[src/mlog_defines.svh]
/*
  constants of the maintenance log entry formatter: offsets, fields,
  entry codes, reset values and access range bounds.
  assumes it is included by bare name from the package and the module.
*/
// Contract
// - each entry opens with type byte and length byte; types 00H..03H
// - address unit select picks logical blocks (0) or physical sectors (1)
// - usage entry type 01H, length 0CH, twelve data bytes
// - usage reporting-area byte reads FFH, whole device
// - access counter counts positionings, cleared when hardware error logged
// - access count reported as four-bit decade/half-decade range code
// - six-byte blocks-read count, MSB first, bytes 4-9, units per select
// - two-byte first-retry counter, bytes 10-11
// - two-byte multiple-retry counter, once per failed-first-retry recovery
// - data error entry type 02H, length 06H
// - block address logical, or cylinder high, cylinder low, head, sector
// - error classes ORed into error code, bit 0 reserved
// - occurrence count up once per recovery uncorrectable or multi-retry
// - hardware error entry type 03H, length 08H
// - hardware error address as accessed, same layout as data error
// - internal status holds sense code, MSB set when recoverable
// - replaceable unit code byte 08 always zero
// - hardware entry byte 09 holds access range code as usage entry
// - device status code in hardware entry byte 07
`ifndef MLOG_DEFINES_SVH
`define MLOG_DEFINES_SVH

// ==========================================================
// register map (byte addresses, window selects, control bits, reset value)
`define REG_CTRL        8'h00
`define REG_STATUS      8'h04
`define WIN_USAGE       2'h1
`define WIN_DERR        2'h2
`define WIN_HWERR       2'h3
`define CTRL_UNIT_BIT   0
`define CTRL_CLEAR_BIT  1
`define CTRL_RESET      1'h0

// ==========================================================
// entry codes
`define TYPE_NONE       8'h00
`define TYPE_USAGE      8'h01
`define TYPE_DERR       8'h02
`define TYPE_HWERR      8'h03
`define LEN_USAGE       8'h0c
`define LEN_DERR        8'h06
`define LEN_HWERR       8'h08
`define LEN_NONE        8'h00
`define AREA_DEVICE     8'hff
`define UNIT_CODE       8'h00
`define USAGE_BYTES     14
`define DERR_BYTES      8
`define HWERR_BYTES     10

// ==========================================================
// access range upper bounds
`define RNG_2           32'd10
`define RNG_3           32'd100
`define RNG_4           32'd1000
`define RNG_5           32'd10000
`define RNG_6           32'd100000
`define RNG_7           32'd500000
`define RNG_8           32'd1000000
`define RNG_9           32'd5000000
`define RNG_A           32'd10000000
`define RNG_B           32'd50000000
`define RNG_C           32'd100000000
`define RNG_D           32'd500000000
`define RNG_E           32'd1000000000

`endif

[src/mlog_pkg.sv]
/*
  types of the maintenance log entry formatter.
  assumes mlog_defines.svh sits beside it.
*/
`include "mlog_defines.svh"

package mlog_pkg;

  // ==========================================================
  // whole state of the formatter
  typedef struct packed {
    logic        unit_sel;
    logic [31:0] access_cnt;
    logic [47:0] lblk_cnt;
    logic [47:0] pblk_cnt;
    logic [15:0] first_cnt;
    logic [15:0] multi_cnt;
    logic        de_valid;
    logic [31:0] de_lba;
    logic [31:0] de_address_unit_select;
    logic [7:0]  de_code;
    logic [7:0]  de_occ;
    logic        hw_valid;
    logic [31:0] hw_lba;
    logic [31:0] hw_address_unit_select;
    logic [7:0]  hw_status;
    logic [7:0]  hw_vstat;
    logic [3:0]  hw_range;
    logic [31:0] rdata;
  } state_s;

endpackage : mlog_pkg

[src/mlog_formatter.sv]
/*
  maintenance log entry formatter: usage counters, one data error record,
  one hardware error record, each readable byte by byte as log entries.
  assumes the log ram and command handling lie outside and copy entries
  out through the register port; event inputs are one-cycle pulses.
*/
`timescale 1ns/10ps
`default_nettype none

`include "mlog_defines.svh"

module mlog_formatter (
  input  wire logic        ref_clk,        // 125 MHz clock
  input  wire logic        rst_b,          // async reset, active low
  input  wire logic [7:0]  reg_addr,       // register byte address
  input  wire logic [31:0] reg_wdata,      // register write data
  input  wire logic        reg_wr,         // write strobe
  input  wire logic        reg_rd,         // read strobe
  output logic      [31:0] reg_rdata,      // read data, cycle after strobe
  output logic             address_unit_select, // 1 = physical units
  input  wire logic        seek_evt,       // one media positioning
  input  wire logic        read_evt,       // blocks were read
  input  wire logic [7:0]  read_lblocks,   // logical blocks in that read
  input  wire logic [7:0]  read_pblocks,   // physical sectors in that read
  input  wire logic        recov_evt,      // recovery action finished
  input  wire logic        recov_first_ok, // recovered on first retry
  input  wire logic        recov_multi,    // first retry failed
  input  wire logic        derr_evt,       // data error to record
  input  wire logic [31:0] derr_lba,       // logical block of error
  input  wire logic [15:0] derr_cyl,       // cylinder of error
  input  wire logic [7:0]  derr_head,      // head of error
  input  wire logic [7:0]  derr_sector,    // sector of error
  input  wire logic [7:0]  derr_class,     // error class bits 7..1
  input  wire logic        derr_count,     // uncorrectable or multi-retry
  input  wire logic        hwerr_evt,      // hardware error to record
  input  wire logic [31:0] hwerr_lba,      // logical block being accessed
  input  wire logic [15:0] hwerr_cyl,      // cylinder being accessed
  input  wire logic [7:0]  hwerr_head,     // head being accessed
  input  wire logic [7:0]  hwerr_sector,   // sector being accessed
  input  wire logic [6:0]  hwerr_asc,      // additional sense code
  input  wire logic        hwerr_recov,    // error was recoverable
  input  wire logic [7:0]  hwerr_vstat     // device-specific status
);

  // ==========================================================
  // helpers
  function automatic logic [3:0] range_code(input logic [31:0] n);
    logic [3:0] c;
    c = 4'hf;
    if (n == 32'h0000_0000)   c = 4'h0;
    else if (n == 32'h0000_0001) c = 4'h1;
    else if (n <= `RNG_2)     c = 4'h2;
    else if (n <= `RNG_3)     c = 4'h3;
    else if (n <= `RNG_4)     c = 4'h4;
    else if (n <= `RNG_5)     c = 4'h5;
    else if (n <= `RNG_6)     c = 4'h6;
    else if (n <= `RNG_7)     c = 4'h7;
    else if (n <= `RNG_8)     c = 4'h8;
    else if (n <= `RNG_9)     c = 4'h9;
    else if (n <= `RNG_A)     c = 4'ha;
    else if (n <= `RNG_B)     c = 4'hb;
    else if (n <= `RNG_C)     c = 4'hc;
    else if (n <= `RNG_D)     c = 4'hd;
    else if (n <= `RNG_E)     c = 4'he;
    return c;
  endfunction : range_code

  function automatic logic [47:0] sat_add48(input logic [47:0] a,
                                            input logic [7:0]  b);
    logic [48:0] s;
    s = {1'h0, a} + {41'h0, b};
    return s[48] ? {48{1'b1}} : s[47:0];
  endfunction : sat_add48

  function automatic logic [15:0] sat_inc16(input logic [15:0] a);
    return (a == 16'hffff) ? a : a + 16'h0001;
  endfunction : sat_inc16

  // ==========================================================
  // state
  mlog_pkg::state_s s_q;
  mlog_pkg::state_s s_d;

  logic [7:0] usage_b [`USAGE_BYTES];
  logic [7:0] derr_b  [`DERR_BYTES];
  logic [7:0] hwerr_b [`HWERR_BYTES];
  logic [3:0] acc_range;
  logic [31:0] de_addr;
  logic [31:0] hw_addr;
  logic [31:0] derr_address_unit_select;
  logic [31:0] hwerr_address_unit_select;
  logic [3:0]  idx;

  assign reg_rdata           = s_q.rdata;
  assign address_unit_select = s_q.unit_sel;

  // ==========================================================
  // entry images
  always_comb begin
    acc_range  = range_code(s_q.access_cnt);
    derr_address_unit_select  = {derr_cyl, derr_head, derr_sector};
    hwerr_address_unit_select = {hwerr_cyl, hwerr_head, hwerr_sector};
    de_addr    = s_q.unit_sel ? s_q.de_address_unit_select : s_q.de_lba;
    hw_addr    = s_q.unit_sel ? s_q.hw_address_unit_select : s_q.hw_lba;

    usage_b[0]  = `TYPE_USAGE;
    usage_b[1]  = `LEN_USAGE;
    usage_b[2]  = `AREA_DEVICE;
    usage_b[3]  = {4'h0, acc_range};
    for (int i = 0; i < 6; i++) begin
      usage_b[4 + i] = s_q.unit_sel ? s_q.pblk_cnt[47 - 8 * i -: 8]
                                    : s_q.lblk_cnt[47 - 8 * i -: 8];
    end
    usage_b[10] = s_q.first_cnt[15:8];
    usage_b[11] = s_q.first_cnt[7:0];
    usage_b[12] = s_q.multi_cnt[15:8];
    usage_b[13] = s_q.multi_cnt[7:0];

    // an empty slot reads as a no-information entry
    derr_b[0] = s_q.de_valid ? `TYPE_DERR : `TYPE_NONE;
    derr_b[1] = s_q.de_valid ? `LEN_DERR : `LEN_NONE;
    for (int i = 0; i < 4; i++) begin
      derr_b[2 + i]  = de_addr[31 - 8 * i -: 8];
      hwerr_b[2 + i] = hw_addr[31 - 8 * i -: 8];
    end
    derr_b[6] = s_q.de_code;
    derr_b[7] = s_q.de_occ;

    hwerr_b[0] = s_q.hw_valid ? `TYPE_HWERR : `TYPE_NONE;
    hwerr_b[1] = s_q.hw_valid ? `LEN_HWERR : `LEN_NONE;
    hwerr_b[6] = s_q.hw_status;
    hwerr_b[7] = s_q.hw_vstat;
    hwerr_b[8] = `UNIT_CODE;
    hwerr_b[9] = {4'h0, s_q.hw_range};
  end

  // ==========================================================
  // next state
  always_comb begin
    s_d = s_q;
    idx = reg_addr[5:2];

    // access counter; a logged hardware error restarts it, and a
    // positioning in the same cycle is counted into the new span
    if (hwerr_evt) begin
      s_d.access_cnt = {31'h0, seek_evt};
    end else if (seek_evt && s_q.access_cnt != 32'hffff_ffff) begin
      s_d.access_cnt = s_q.access_cnt + 32'h0000_0001;
    end

    // both unit counts kept so the select can change at any time
    if (read_evt) begin
      s_d.lblk_cnt = sat_add48(s_q.lblk_cnt, read_lblocks);
      s_d.pblk_cnt = sat_add48(s_q.pblk_cnt, read_pblocks);
    end
    if (recov_evt && recov_first_ok) begin
      s_d.first_cnt = sat_inc16(s_q.first_cnt);
    end
    if (recov_evt && recov_multi) begin
      s_d.multi_cnt = sat_inc16(s_q.multi_cnt);
    end

    // software side: control write and clear of the error records
    if (reg_wr && reg_addr == `REG_CTRL) begin
      s_d.unit_sel = reg_wdata[`CTRL_UNIT_BIT];
      if (reg_wdata[`CTRL_CLEAR_BIT]) begin
        s_d.de_valid = 1'h0;
        s_d.hw_valid = 1'h0;
      end
    end

    // data error record; events below override a same-cycle clear
    if (derr_evt) begin
      if (s_d.de_valid && s_q.de_lba == derr_lba) begin
        s_d.de_code = s_q.de_code | {derr_class[7:1], 1'h0};
        if (derr_count && s_q.de_occ != 8'hff) begin
          s_d.de_occ = s_q.de_occ + 8'h01;
        end
      end else begin
        s_d.de_lba  = derr_lba;
        s_d.de_address_unit_select = derr_address_unit_select;
        s_d.de_code = {derr_class[7:1], 1'h0};
        s_d.de_occ  = {7'h0, derr_count};
      end
      s_d.de_valid = 1'h1;
    end

    if (hwerr_evt) begin
      s_d.hw_valid  = 1'h1;
      s_d.hw_lba    = hwerr_lba;
      s_d.hw_address_unit_select   = hwerr_address_unit_select;
      s_d.hw_status = {hwerr_recov, hwerr_asc};
      s_d.hw_vstat  = hwerr_vstat;
      s_d.hw_range  = acc_range;
    end

    // read data: valid only in the cycle after the strobe
    s_d.rdata = 32'h0000_0000;
    if (reg_rd) begin
      unique case (reg_addr[7:6])
        2'h0: begin
          if (reg_addr == `REG_CTRL) begin
            s_d.rdata = {31'h0, s_q.unit_sel};
          end else if (reg_addr == `REG_STATUS) begin
            s_d.rdata = {24'h0, acc_range, 2'h0, s_q.hw_valid, s_q.de_valid};
          end
        end
        `WIN_USAGE: begin
          if (idx < 4'(`USAGE_BYTES)) s_d.rdata = {24'h0, usage_b[idx]};
        end
        `WIN_DERR: begin
          if (idx < 4'(`DERR_BYTES)) s_d.rdata = {24'h0, derr_b[idx[2:0]]};
        end
        `WIN_HWERR: begin
          if (idx < 4'(`HWERR_BYTES)) s_d.rdata = {24'h0, hwerr_b[idx]};
        end
      endcase
    end
  end

  // ==========================================================
  // registers
  always_ff @(posedge ref_clk or negedge rst_b) begin
    if (!rst_b) begin
      s_q          <= '0;
      s_q.unit_sel <= `CTRL_RESET;
    end else begin
      s_q <= s_d;
    end
  end

endmodule : mlog_formatter

`default_nettype wire

[config.mk]
export PLATFORM = sky130hd
export DESIGN_NAME = mlog_formatter
export DESIGN_NICKNAME = d
export VERILOG_FILES = /design/src/mlog_pkg.sv /design/src/mlog_formatter.sv
export VERILOG_INCLUDE_DIRS = /design/src
export SDC_FILE = /design/constraint.sdc
export NUM_CORES = 1
export LEC_CHECK = 0
export ABC_AREA = 1
export BUFFER_PORTS_ARGS = -buffer_cell sky130_fd_sc_hd__buf_2
export CORE_ASPECT_RATIO = 0.7
export CORE_MARGIN = 4
export CORE_UTILIZATION = 29
export DETAILED_ROUTE_END_ITERATION = 12
export MAX_ROUTING_LAYER = met4
export PLACE_DENSITY = 0.48
export SLEW_MARGIN = 20
export SYNTH_ARGS = -nofsm -noshare
export SYNTH_HDL_FRONTEND = slang
export SYNTH_SLANG_ARGS = --single-unit
[constraint.sdc]
create_clock -name ref_clk -period 7.82 [get_ports ref_clk]
set_clock_uncertainty 0.2 [all_clocks]
set_input_delay 0.391 -clock ref_clk [delete_from_list [all_inputs] [get_ports ref_clk]]
set_output_delay 0.391 -clock ref_clk [all_outputs]
set_load 0.02 [all_outputs]
==> impl_metrics.tcl, run 1 <==
set metrics [dict create \
    clk_path_buf_depth 3 \
    hold_path_class "in -> reg" \
    dominantRegCellSynth "sky130_fd_sc_hd__dfrtp_1" \
    timing.final.setup_violations 0 \
    post_synth_instance_area_um2 20400 \
    floorplan.die_area_um2 74700 \
    cts.sinks 335 \
    cts.repair_timing.setup_buffer_count 0 \
    placed_area_um2 22100 \
    hold_violations 0 \
    groute.usage.overall_pct 21.1 \
    ctsRootBufferMaster "sky130_fd_sc_hd__clkbuf_16" \
    r2r_cells 8 \
    detail_route.wirelength.met1_um 40500 \
    fin_cells 4076 \
    htree_levels 2 \
    timing.critical_path.to_type "register" \
    synth_warnings 0 \
    via_count_of_the_first_global_routing_pass 19000 \
    post-route-min-period_ns 4.03 \
    register_clock_pin_slew_on_the_reported_worst_setup_and_hold_paths_ns 0.06 \
    wp_data_arrival_ns 4.26 \
    synthesis.instances 2829 \
    routed-via-count 20000 \
    post_route_cells_drive_above_1_share_pct 11.9 \
    syn2layout_area_growth_pct 22.4 \
    gpl.final_weighted_congestion 0.962 \
    final_nets 3373 \
    numCtsBuffers 41 \
    synth_cell_types 61 \
    power.static_leakage_uw 0.0117 \
    wl_per_cell_um 19.1 \
    rsz0062_at_grt "false" \
    residual_drc_count 0 \
    post_layout_instance_area_um2 25000 \
    worstPathRequired_ns 8.05 \
    vdd.ir_drop.worst_uv 125 \
    floorplan.io_pins 253 \
    drt_wl_total_um 78000 \
    cts-resized-gates 0 \
    final.setup.worst_slack_ns 3.79 \
    max_clock_freq_ghz 0.248 \
    pwr_density_cell_nw_per_um2 199 \
    register_area_share_after_synthesis_pct 41.1 \
    pre_cts_ws_ns 3.55 \
    timing_worst_slew_pin_value_ns 0.905 \
    crit_path_max_fanout 70 \
    clkLatencyLatePin_ns 0.58 \
    synth_enable_flop_cells 0 \
    cts_tree "yes" \
    postSynthRegisterBits 335 \
    avg_inst_size_synth_um2 7.21 \
    detailed_place_hpwl_um 57500 \
    outcome "finished clean" \
    dieWidth_um 325 \
    fin_setup_tns_ns 0 \
    critPathKind "reg -> reg" \
    grt_antenna_before_repair 8 \
    gr-total-overflow 0 \
    met2RoutedLength_um 29600 \
    drv_cap 0 \
    placement.io_buffers 197 \
    numPlacedInstances 3837 \
    layout_worst_path_cycle_share_pct 51.6 \
    die_height_um 230 \
    min_delay_path_depth 3 \
    ant_nets 0 \
    grt_pass1_wl_um 119000 \
    route.met3.wl_um 6710 \
    slew_violations 0 \
    async_reset_ff_share_pct 100 \
    floorplan.initialDensity_pct 29.3 \
    worst_slew_margin_rel_pct 39.7 \
    std_cell_rows 81 \
    core_region_area_um2 69700 \
    route.top_layer_used "met4" \
    pin_count_of_the_biggest_net_entering_global_routing 123 \
    start_kind "register" \
    detail_route.iter0.violations 1961 \
    drt-pass1-iter-count 5 \
    avgViaCountPerCell 4.91 \
]
registers in the layout, summed over array words and instances (netlist names):
signal,count
s_q,290
derr_b,16
address_unit_select,1
reg_rdata,8
hwerr_b,20
where the power goes:
group / switching [uW] / internal (uW) / total, uW
clock network: 797 / 1060 / 1860
registers: 170 / 1920 / 2090
logic: 626 / 388 / 1010
area by class of cell:
cell class	count	area, um2
fill	7484	44800
multi-input combinational	2041	10100
sequential	335	8390
timing repair buffer	376	2770
inverter	333	1250
clock buffer	58	1160
tap	913	1140
clock inverter	12	101
antenna	8	20.0
final timing paths:
check,start,end,slack [ns]
max in group asynchronous,rst_b,s_q[178],5.89
worst min-delay path,derr_evt,s_q[197],0.02
worst max-delay path,address_unit_select,reg_rdata[7],3.79
worst max register to register,address_unit_select,reg_rdata[7],3.79
worst min register to register,s_q[75],s_q[75],0.26
min in group asynchronous,rst_b,s_q[214],0.29
kinds of logic after synthesis:
group | count (synthesis) | share of synthesized area (%)
simple gates | 1297 | 27.7
compound gates | 620 | 16.7
buf+inv | 476 | 9.64
flops | 335 | 41.1
xor+xnor | 75 | 3.22
fa+ha+maj | 25 | 1.61
other cells | 1 | 0.0184
layout by cell type (no fill, tap or decap), types with 7 or more instances in the layout:
master,Yosys,routed
sky130_fd_sc_hd__ha_1,23,23
sky130_fd_sc_hd__xnor2_1,25,25
sky130_fd_sc_hd__nor3_2,12,12
sky130_fd_sc_hd__dfrtp_1,335,334
sky130_fd_sc_hd__nand2_1,719,719
sky130_fd_sc_hd__o21ai_0,290,290
sky130_fd_sc_hd__o211ai_1,11,11
sky130_fd_sc_hd__nand4_1,51,51
sky130_fd_sc_hd__nor2_4,11,11
sky130_fd_sc_hd__clkbuf_1,82,10
sky130_fd_sc_hd__a221oi_1,16,16
sky130_fd_sc_hd__a22o_1,7,7
sky130_fd_sc_hd__nor4_1,23,23
sky130_fd_sc_hd__inv_2,24,26
sky130_fd_sc_hd__nor2_1,223,222
sky130_fd_sc_hd__clkbuf_8,0,7
sky130_fd_sc_hd__xor2_1,50,50
sky130_fd_sc_hd__diode_2,0,8
sky130_fd_sc_hd__o21ai_1,20,20
sky130_fd_sc_hd__buf_2,18,195
sky130_fd_sc_hd__nand3_1,128,128
sky130_fd_sc_hd__nand2_2,12,12
sky130_fd_sc_hd__or2_2,8,8
sky130_fd_sc_hd__nor2_2,13,14
sky130_fd_sc_hd__conb_1,1,24
sky130_fd_sc_hd__nor3_1,82,82
sky130_fd_sc_hd__clkinv_2,0,7
sky130_fd_sc_hd__clkbuf_16,0,41
sky130_fd_sc_hd__dlygate4sd3_1,0,161
sky130_fd_sc_hd__inv_1,306,304
sky130_fd_sc_hd__a21oi_1,211,211
sky130_fd_sc_hd__buf_4,32,17
sky130_fd_sc_hd__a31oi_1,8,8
sky130_fd_sc_hd__o22ai_1,7,7
sky130_fd_sc_hd__a21o_1,9,9
per-stage QoR:
stage          util [%]  total power (uW)  hold WS (ns)
2_1_floorplan         -              2710        -0.105
3_3_place_gp       31.7              3070         0.248
3_5_place_dp       31.7              3060         0.254
4_1_cts            35.8              5020      0.000229
5_1_grt            35.8              5250        0.0398
6_report           35.8              4960        0.0247
cells in the mapped netlist (32+ instances only):
library cell | number | share of area [%]
sky130_fd_sc_hd__o21ai_0 | 290 | 7.1
sky130_fd_sc_hd__dfrtp_1 | 335 | 41
sky130_fd_sc_hd__nor2_1 | 223 | 4.1
sky130_fd_sc_hd__nand4_1 | 51 | 1.6
sky130_fd_sc_hd__nand3_1 | 128 | 3.1
sky130_fd_sc_hd__xor2_1 | 50 | 2.1
sky130_fd_sc_hd__buf_4 | 32 | 1.2
sky130_fd_sc_hd__inv_1 | 306 | 5.6
sky130_fd_sc_hd__a21oi_1 | 211 | 5.2
sky130_fd_sc_hd__nand2_1 | 719 | 13
sky130_fd_sc_hd__nor3_1 | 82 | 2.0
sky130_fd_sc_hd__clkbuf_1 | 82 | 1.5
per-layer routing:
layer,up-vias,track usage [%]
li1,9863,-
met1,9387,33.0
met2,675,27.1
met3,73,5.25
met4,0,3.51
met5,-,-
what timing repair did:
action	CTS	global route
setup endpoints to repair	0	0
hold buffers	161	0
hold endpoints to repair	259	0
critical path, cell delays in order, from the launching register on:
cell and delay [ns]:
sky130_fd_sc_hd__dfrtp_4 0.74, sky130_fd_sc_hd__clkinv_2 0.73, sky130_fd_sc_hd__buf_4 0.59, sky130_fd_sc_hd__a221oi_1 0.67
sky130_fd_sc_hd__o211ai_1 0.23, sky130_fd_sc_hd__o21ai_0 0.21, sky130_fd_sc_hd__a21oi_1 0.11, sky130_fd_sc_hd__a221oi_1 0.28
sky130_fd_sc_hd__a211oi_1 0.09
No activity file was read; power rests on OpenSTA's default activity.
==> run 2, diff against run 1 <==
--- a/config.mk
+++ b/config.mk
@@ -13,7 +13,7 @@
 export CORE_UTILIZATION = 29
 export DETAILED_ROUTE_END_ITERATION = 12
 export MAX_ROUTING_LAYER = met4
-export PLACE_DENSITY = 0.48
+export PLACE_DENSITY = 0.49
 export SLEW_MARGIN = 20
 export SYNTH_ARGS = -nofsm -noshare
 export SYNTH_HDL_FRONTEND = slang
==> constraint.sdc (replaced) <==
create_clock -name ref_clk -period 3.3 [get_ports ref_clk]
set_clock_uncertainty 0.2 [all_clocks]
set_input_delay 0.165 -clock ref_clk [delete_from_list [all_inputs] [get_ports ref_clk]]
set_output_delay 0.165 -clock ref_clk [all_outputs]
set_load 0.02 [all_outputs]
==> impl_metrics.tcl, run 2 (synthesis results as in run 1) <==
set metrics [dict create \
    dieWidth_um 325 \
    max_clock_freq_ghz 0.318 \
    post_route_cells_drive_above_1_share_pct 15.2 \
    ctsRootBufferMaster "sky130_fd_sc_hd__clkbuf_16" \
    drt-pass1-iter-count 5 \
    die_height_um 230 \
    detail_route.iter0.violations 2211 \
    final_cell_mix "sky130_fd_sc_hd__nand2_1 (713), sky130_fd_sc_hd__dfrtp_1 (334), sky130_fd_sc_hd__inv_1 (299), sky130_fd_sc_hd__o21ai_0 (289), sky130_fd_sc_hd__dlygate4sd3_1 (231)" \
    register_clock_pin_slew_on_the_reported_worst_setup_and_hold_paths_ns 0.06 \
    largest_register_ffs 290 \
    clkLatencyLatePin_ns 0.58 \
    vdd.ir_drop.worst_uv 294 \
    start_kind "register" \
    outcome "finished clean" \
    groute.usage.overall_pct 21.8 \
    drv_cap 0 \
    biggest_register "s_q" \
    final_common_cell "sky130_fd_sc_hd__nand2_1" \
    numCtsBuffers 40 \
    power.static_leakage_uw 0.0126 \
    worst_slew_margin_rel_pct 42.0 \
    r2r_cells 21 \
    final_nets 3537 \
    floorplan.initialDensity_pct 29.3 \
    fill_cells 7340 \
    cts_tree "yes" \
    placement.io_buffers 197 \
    wl_per_cell_um 19.0 \
    cts.sinks 335 \
    residual_drc_count 0 \
    hold_path_class "in -> async" \
    core_region_area_um2 69700 \
    post-route-min-period_ns 3.14 \
    std_cell_rows 81 \
    worstPathRequired_ns 3.61 \
    routed-via-count 20700 \
    wp_data_arrival_ns 3.46 \
    numPlacedInstances 3918 \
    gpl.final_weighted_congestion 0.961 \
    floorplan.io_pins 253 \
    fin_cells 4238 \
    p_total_uw 12300 \
    pwr_density_cell_nw_per_um2 461 \
    floorplan.die_area_um2 74700 \
    grt_pass1_wl_um 123000 \
    syn2layout_area_growth_pct 31.1 \
    avgViaCountPerCell 4.89 \
    crit_path_max_fanout 4 \
    clk_path_buf_depth 3 \
    critPathKind "reg -> reg" \
    layout_worst_path_cycle_share_pct 95.2 \
    htree_levels 2 \
    drt_wl_total_um 80500 \
    timing.final.setup_violations 0 \
    pin_count_of_the_biggest_net_entering_global_routing 101 \
    fin_worst_hold_slack_ns 0.0588 \
    hold_violations 0 \
    timing.critical_path.to_type "register" \
    gr-total-overflow 0 \
    via_count_of_the_first_global_routing_pass 19800 \
    rsz0062_at_grt "true" \
    slew_violations 0 \
    grt_antenna_before_repair 7 \
    ant_nets 0 \
    detailed_place_hpwl_um 60000 \
    timing_worst_slew_pin_value_ns 0.870 \
]
## run 2: cell count changes in the layout (fill, tap and decap cells not counted), moves of 4 or more
| cell | delta |
|---|---|
| sky130_fd_sc_hd__buf_12 | +13 |
| sky130_fd_sc_hd__buf_4 | +81 |
| sky130_fd_sc_hd__clkbuf_1 | -6 |
| sky130_fd_sc_hd__clkbuf_8 | +4 |
| sky130_fd_sc_hd__dlygate4sd3_1 | +70 |
| sky130_fd_sc_hd__inv_1 | -5 |
| sky130_fd_sc_hd__inv_2 | +4 |
| sky130_fd_sc_hd__nand2_1 | -6 |
| sky130_fd_sc_hd__nand2_2 | +4 |
| sky130_fd_sc_hd__nor2_1 | -6 |
| sky130_fd_sc_hd__nor2_2 | +4 |
## run 2: worst paths after layout
path                       startpoint        end  slack (ns)
max in group asynchronous       rst_b  derr_b[5]        1.93
min in group ref_clk        hwerr_evt    s_q[88]        0.06
min reg2reg                   s_q[60]    s_q[60]        0.26
max reg2reg                  s_q[230]   s_q[276]        0.16
min                             rst_b   s_q[226]        0.06
max                          s_q[230]   s_q[276]        0.16
## run 2: final cells by class
class | count | area, um2 | area share [%]
Timing Repair Buffer | 540 | 4340 | 16.2
Multi-Input combinational cell | 2042 | 10300 | 38.5
Tap cell | 913 | 1140 | 4.27
Antenna cell | 6 | 15.0 | 0.0561
Clock buffer | 56 | 1190 | 4.46
Inverter | 333 | 1250 | 4.68
Sequential cell | 335 | 8390 | 31.4
Clock inverter | 13 | 131 | 0.491
## run 2: stage by stage
step	setup TNS (ns)	setup WS, ns	util (%)	area [um2]
2_1_floorplan	0	0.432	-	20500
3_3_place_gp	0	0.0537	32.8	22900
3_5_place_dp	0	0.0284	32.8	22900
4_1_cts	0	0.000622	38.0	26500
5_1_grt	-0.198	-0.0530	38.3	26700
6_report	0	0.159	38.4	26700
## run 2: worst max-delay path, stage by stage (launching register included)
cell and delay (ns):
sky130_fd_sc_hd__dfrtp_1 0.38, sky130_fd_sc_hd__ha_2 0.20, sky130_fd_sc_hd__inv_2 0.04, sky130_fd_sc_hd__fa_2 0.41
sky130_fd_sc_hd__o21ai_4 0.17, sky130_fd_sc_hd__nand2_2 0.09, sky130_fd_sc_hd__o211ai_4 0.09, sky130_fd_sc_hd__nand2_2 0.11
sky130_fd_sc_hd__inv_2 0.09, sky130_fd_sc_hd__nand2_4 0.06, sky130_fd_sc_hd__nor2_4 0.14, sky130_fd_sc_hd__inv_2 0.06
sky130_fd_sc_hd__nor2_4 0.11, sky130_fd_sc_hd__nand2_2 0.07, sky130_fd_sc_hd__inv_2 0.10, sky130_fd_sc_hd__nand2_4 0.07
sky130_fd_sc_hd__nor2_4 0.14, sky130_fd_sc_hd__nand2_2 0.07, sky130_fd_sc_hd__nor2_2 0.13, sky130_fd_sc_hd__nand4_1 0.10
sky130_fd_sc_hd__o21ai_1 0.16, sky130_fd_sc_hd__a21o_1 0.10
## run 2: power breakdown
part / switching, uW / internal (uW) / total (uW)
clock: 1930 / 2680 / 4610
combinational: 1600 / 1180 / 2780
sequential: 394 / 4540 / 4940
## run 2: layer usage
metal	part of all wire (%)	track usage (%)	vias up
li1	-	-	10200
met1	53	34.7	9761
met2	38	28.6	689
met3	7.1	3.62	74
met4	1.4	3.91	0
met5	0	-	-
## run 2: what timing repair did
item,in CTS,in global routing
buffers inserted,0,13
endpoints found under the hold margin,431,0
endpoints found under the setup margin,0,32
resized for setup,0,39
hold buffers,231,0
==> run 3, diff against run 2 <==
--- a/config.mk
+++ b/config.mk
@@ -14,6 +14,8 @@
 export DETAILED_ROUTE_END_ITERATION = 12
 export MAX_ROUTING_LAYER = met4
 export PLACE_DENSITY = 0.49
+export RECOVER_POWER = 25
+export REMOVE_ABC_BUFFERS = 1
 export SLEW_MARGIN = 20
 export SYNTH_ARGS = -nofsm -noshare
 export SYNTH_HDL_FRONTEND = slang
==> impl_metrics.tcl, run 3 (synthesis results as in run 1) <==
set metrics [dict create \
    outcome "complete, but fails checks" \
    numCtsBuffers 40 \
    post-route-min-period_ns 3.21 \
    biggest_register "s_q" \
    die_height_um 230 \
    routed-via-count 20700 \
    cp_slowest_stage_delay_ns 0.39 \
    fin_cells 4250 \
    drt-pass1-iter-count 6 \
    std_cell_rows 81 \
    wl_per_cell_um 18.5 \
    final_nets 3553 \
    floorplan.die_area_um2 74700 \
    post_layout_instance_area_um2 26800 \
    cts.sinks 335 \
    timing.final.setup_violations 0 \
    numPlacedInstances 3942 \
    core_region_area_um2 69700 \
    final_cell_mix "sky130_fd_sc_hd__nand2_1 (713), sky130_fd_sc_hd__dfrtp_1 (332), sky130_fd_sc_hd__inv_1 (295), sky130_fd_sc_hd__o21ai_0 (288), sky130_fd_sc_hd__dlygate4sd3_1 (229)" \
    timing_worst_slew_pin_value_ns 1.90 \
    final_common_cell "sky130_fd_sc_hd__nand2_1" \
    timing.critical_path.to_type "register" \
    vdd.ir_drop.worst_uv 295 \
    rsz0062_at_grt "true" \
    detail_route.iter0.violations 2056 \
    max_clock_freq_ghz 0.312 \
    grt_pass1_wl_um 121000 \
    residual_drc_count 0 \
    failing_checks "max-capacitance violations, max-slew violations" \
    via_count_of_the_first_global_routing_pass 19800 \
    cp.buffers_inverters 7 \
    ctsRootBufferMaster "sky130_fd_sc_hd__clkbuf_16" \
    detailed_place_hpwl_um 58500 \
    post_route_cells_drive_above_1_share_pct 16.0 \
    worst_slew_margin_rel_pct -26.4 \
    layout_worst_path_cycle_share_pct 97.1 \
    clk_path_buf_depth 3 \
    fin_worst_hold_slack_ns 0.0212 \
    placed_area_um2 23000 \
    start_kind "register" \
    syn2layout_area_growth_pct 31.4 \
    hold_path_class "in -> async" \
    layout.core_utilization_pct 38.5 \
    power.static_leakage_uw 0.0127 \
    timing.critical_path.slowest_stage_cell "sky130_fd_sc_hd__fa_2" \
    avgViaCountPerCell 4.86 \
    slew_violations 72 \
    pwr_density_cell_nw_per_um2 456 \
    crit_path_max_fanout 9 \
    gpl.final_weighted_congestion 0.958 \
    dieWidth_um 325 \
    wp_data_arrival_ns 3.50 \
    grt_antenna_before_repair 2 \
    timing.critical_path.cells "ha_2, inv_2, fa_2, nand3b_1, nand2_2, a21o_1, a21oi_2, o21ai_1, buf_4, nand2_1, nor3_2, inv_1, nor2_2, nand2_1, inv_2, nand2_2, inv_4, nand2_4, inv_2, nand2_2, buf_12, nand3_1" \
    clkLatencyLatePin_ns 0.57 \
    fin_setup_tns_ns 0 \
    pin_count_of_the_biggest_net_entering_global_routing 86 \
    placement.io_buffers 197 \
    register_clock_pin_slew_on_the_reported_worst_setup_and_hold_paths_ns 0.06 \
    drv_cap 2 \
    worstPathRequired_ns 3.60 \
    cts_tree "yes" \
    largest_register_ffs 290 \
    cpLargestDelayFamily "simple AND/OR/NAND/NOR gates" \
    floorplan.io_pins 253 \
    critPathKind "reg -> reg" \
    htree_levels 2 \
    drt_wl_total_um 78600 \
    gr-total-overflow 0 \
    floorplan.initialDensity_pct 29.3 \
    ant_nets 0 \
    groute.usage.overall_pct 21.3 \
    hold_violations 0 \
]
## run 3: what timing repair did
action,in CTS,in global routing
resized for setup,0,64
hold buffers,229,0
endpoints found under the setup margin,0,41
buffers inserted,0,8
endpoints found under the hold margin,398,0
## run 3: metal layers
layer | up-vias | track usage (%) | wire (um)
met2 | 621 | 28.3 | 30600
met1 | 9763 | 33.3 | 41300
met5 | - | - | 0
li1 | 10200 | - | -
met4 | 0 | 3.58 | 1160
met3 | 66 | 4.08 | 5490
## run 3: power breakdown
part | internal [uW] | switching, uW | total (uW)
Combinational | 1210 | 1590 | 2810
Clock | 2610 | 1870 | 4480
Sequential | 4540 | 386 | 4930
## run 3: final cells by class
type	instances	area, um2
clock buffers	55	1120
well taps	913	1140
multi-input cells	2041	10300
inverters	333	1250
fillers	7399	42900
flip-flops and latches	335	8390
clock inverters	13	166
diodes	3	7.51
repair buffers	557	4390
## run 3: final timing paths
| kind | cells after the start | endpoint | slack (ns) | start |
|---|---|---|---|---|
| setup / recovery | 22 | s_q[303] | 0.09 | s_q[278] |
| hold / removal | 2 | s_q[171] | 0.02 | rst_b |
| setup reg to reg | 22 | s_q[303] | 0.09 | s_q[278] |
| hold reg to reg | 2 | s_q[102] | 0.26 | s_q[102] |
| max in group asynchronous | 3 | s_q[226] | 0.51 | rst_b |
| min in group ref_clk | 5 | derr_b[1] | 0.11 | reg_wr |
## run 3: worst register-to-register path, stage by stage, from the launching register on
cell and delay [ns]:
sky130_fd_sc_hd__dfrtp_1 0.35, sky130_fd_sc_hd__ha_2 0.17, sky130_fd_sc_hd__inv_2 0.04, sky130_fd_sc_hd__fa_2 0.39
sky130_fd_sc_hd__nand3b_1 0.18, sky130_fd_sc_hd__nand2_2 0.09, sky130_fd_sc_hd__a21o_1 0.13, sky130_fd_sc_hd__a21oi_2 0.07
sky130_fd_sc_hd__o21ai_1 0.15, sky130_fd_sc_hd__buf_4 0.15, sky130_fd_sc_hd__nand2_1 0.07, sky130_fd_sc_hd__nor3_2 0.18
sky130_fd_sc_hd__inv_1 0.09, sky130_fd_sc_hd__nor2_2 0.14, sky130_fd_sc_hd__nand2_1 0.08, sky130_fd_sc_hd__inv_2 0.06
sky130_fd_sc_hd__nand2_2 0.07, sky130_fd_sc_hd__inv_4 0.09, sky130_fd_sc_hd__nand2_4 0.06, sky130_fd_sc_hd__inv_2 0.07
sky130_fd_sc_hd__nand2_2 0.07, sky130_fd_sc_hd__buf_12 0.15, sky130_fd_sc_hd__nand3_1 0.08
## run 3: per-stage QoR
step	setup slack, ns	power [uW]
finish	0.0944	12200
detailed placement	0.125	7370
global placement	0.112	7360
global route	-0.152	12900
CTS	0.0770	12200
floorplan	-2.39	6330
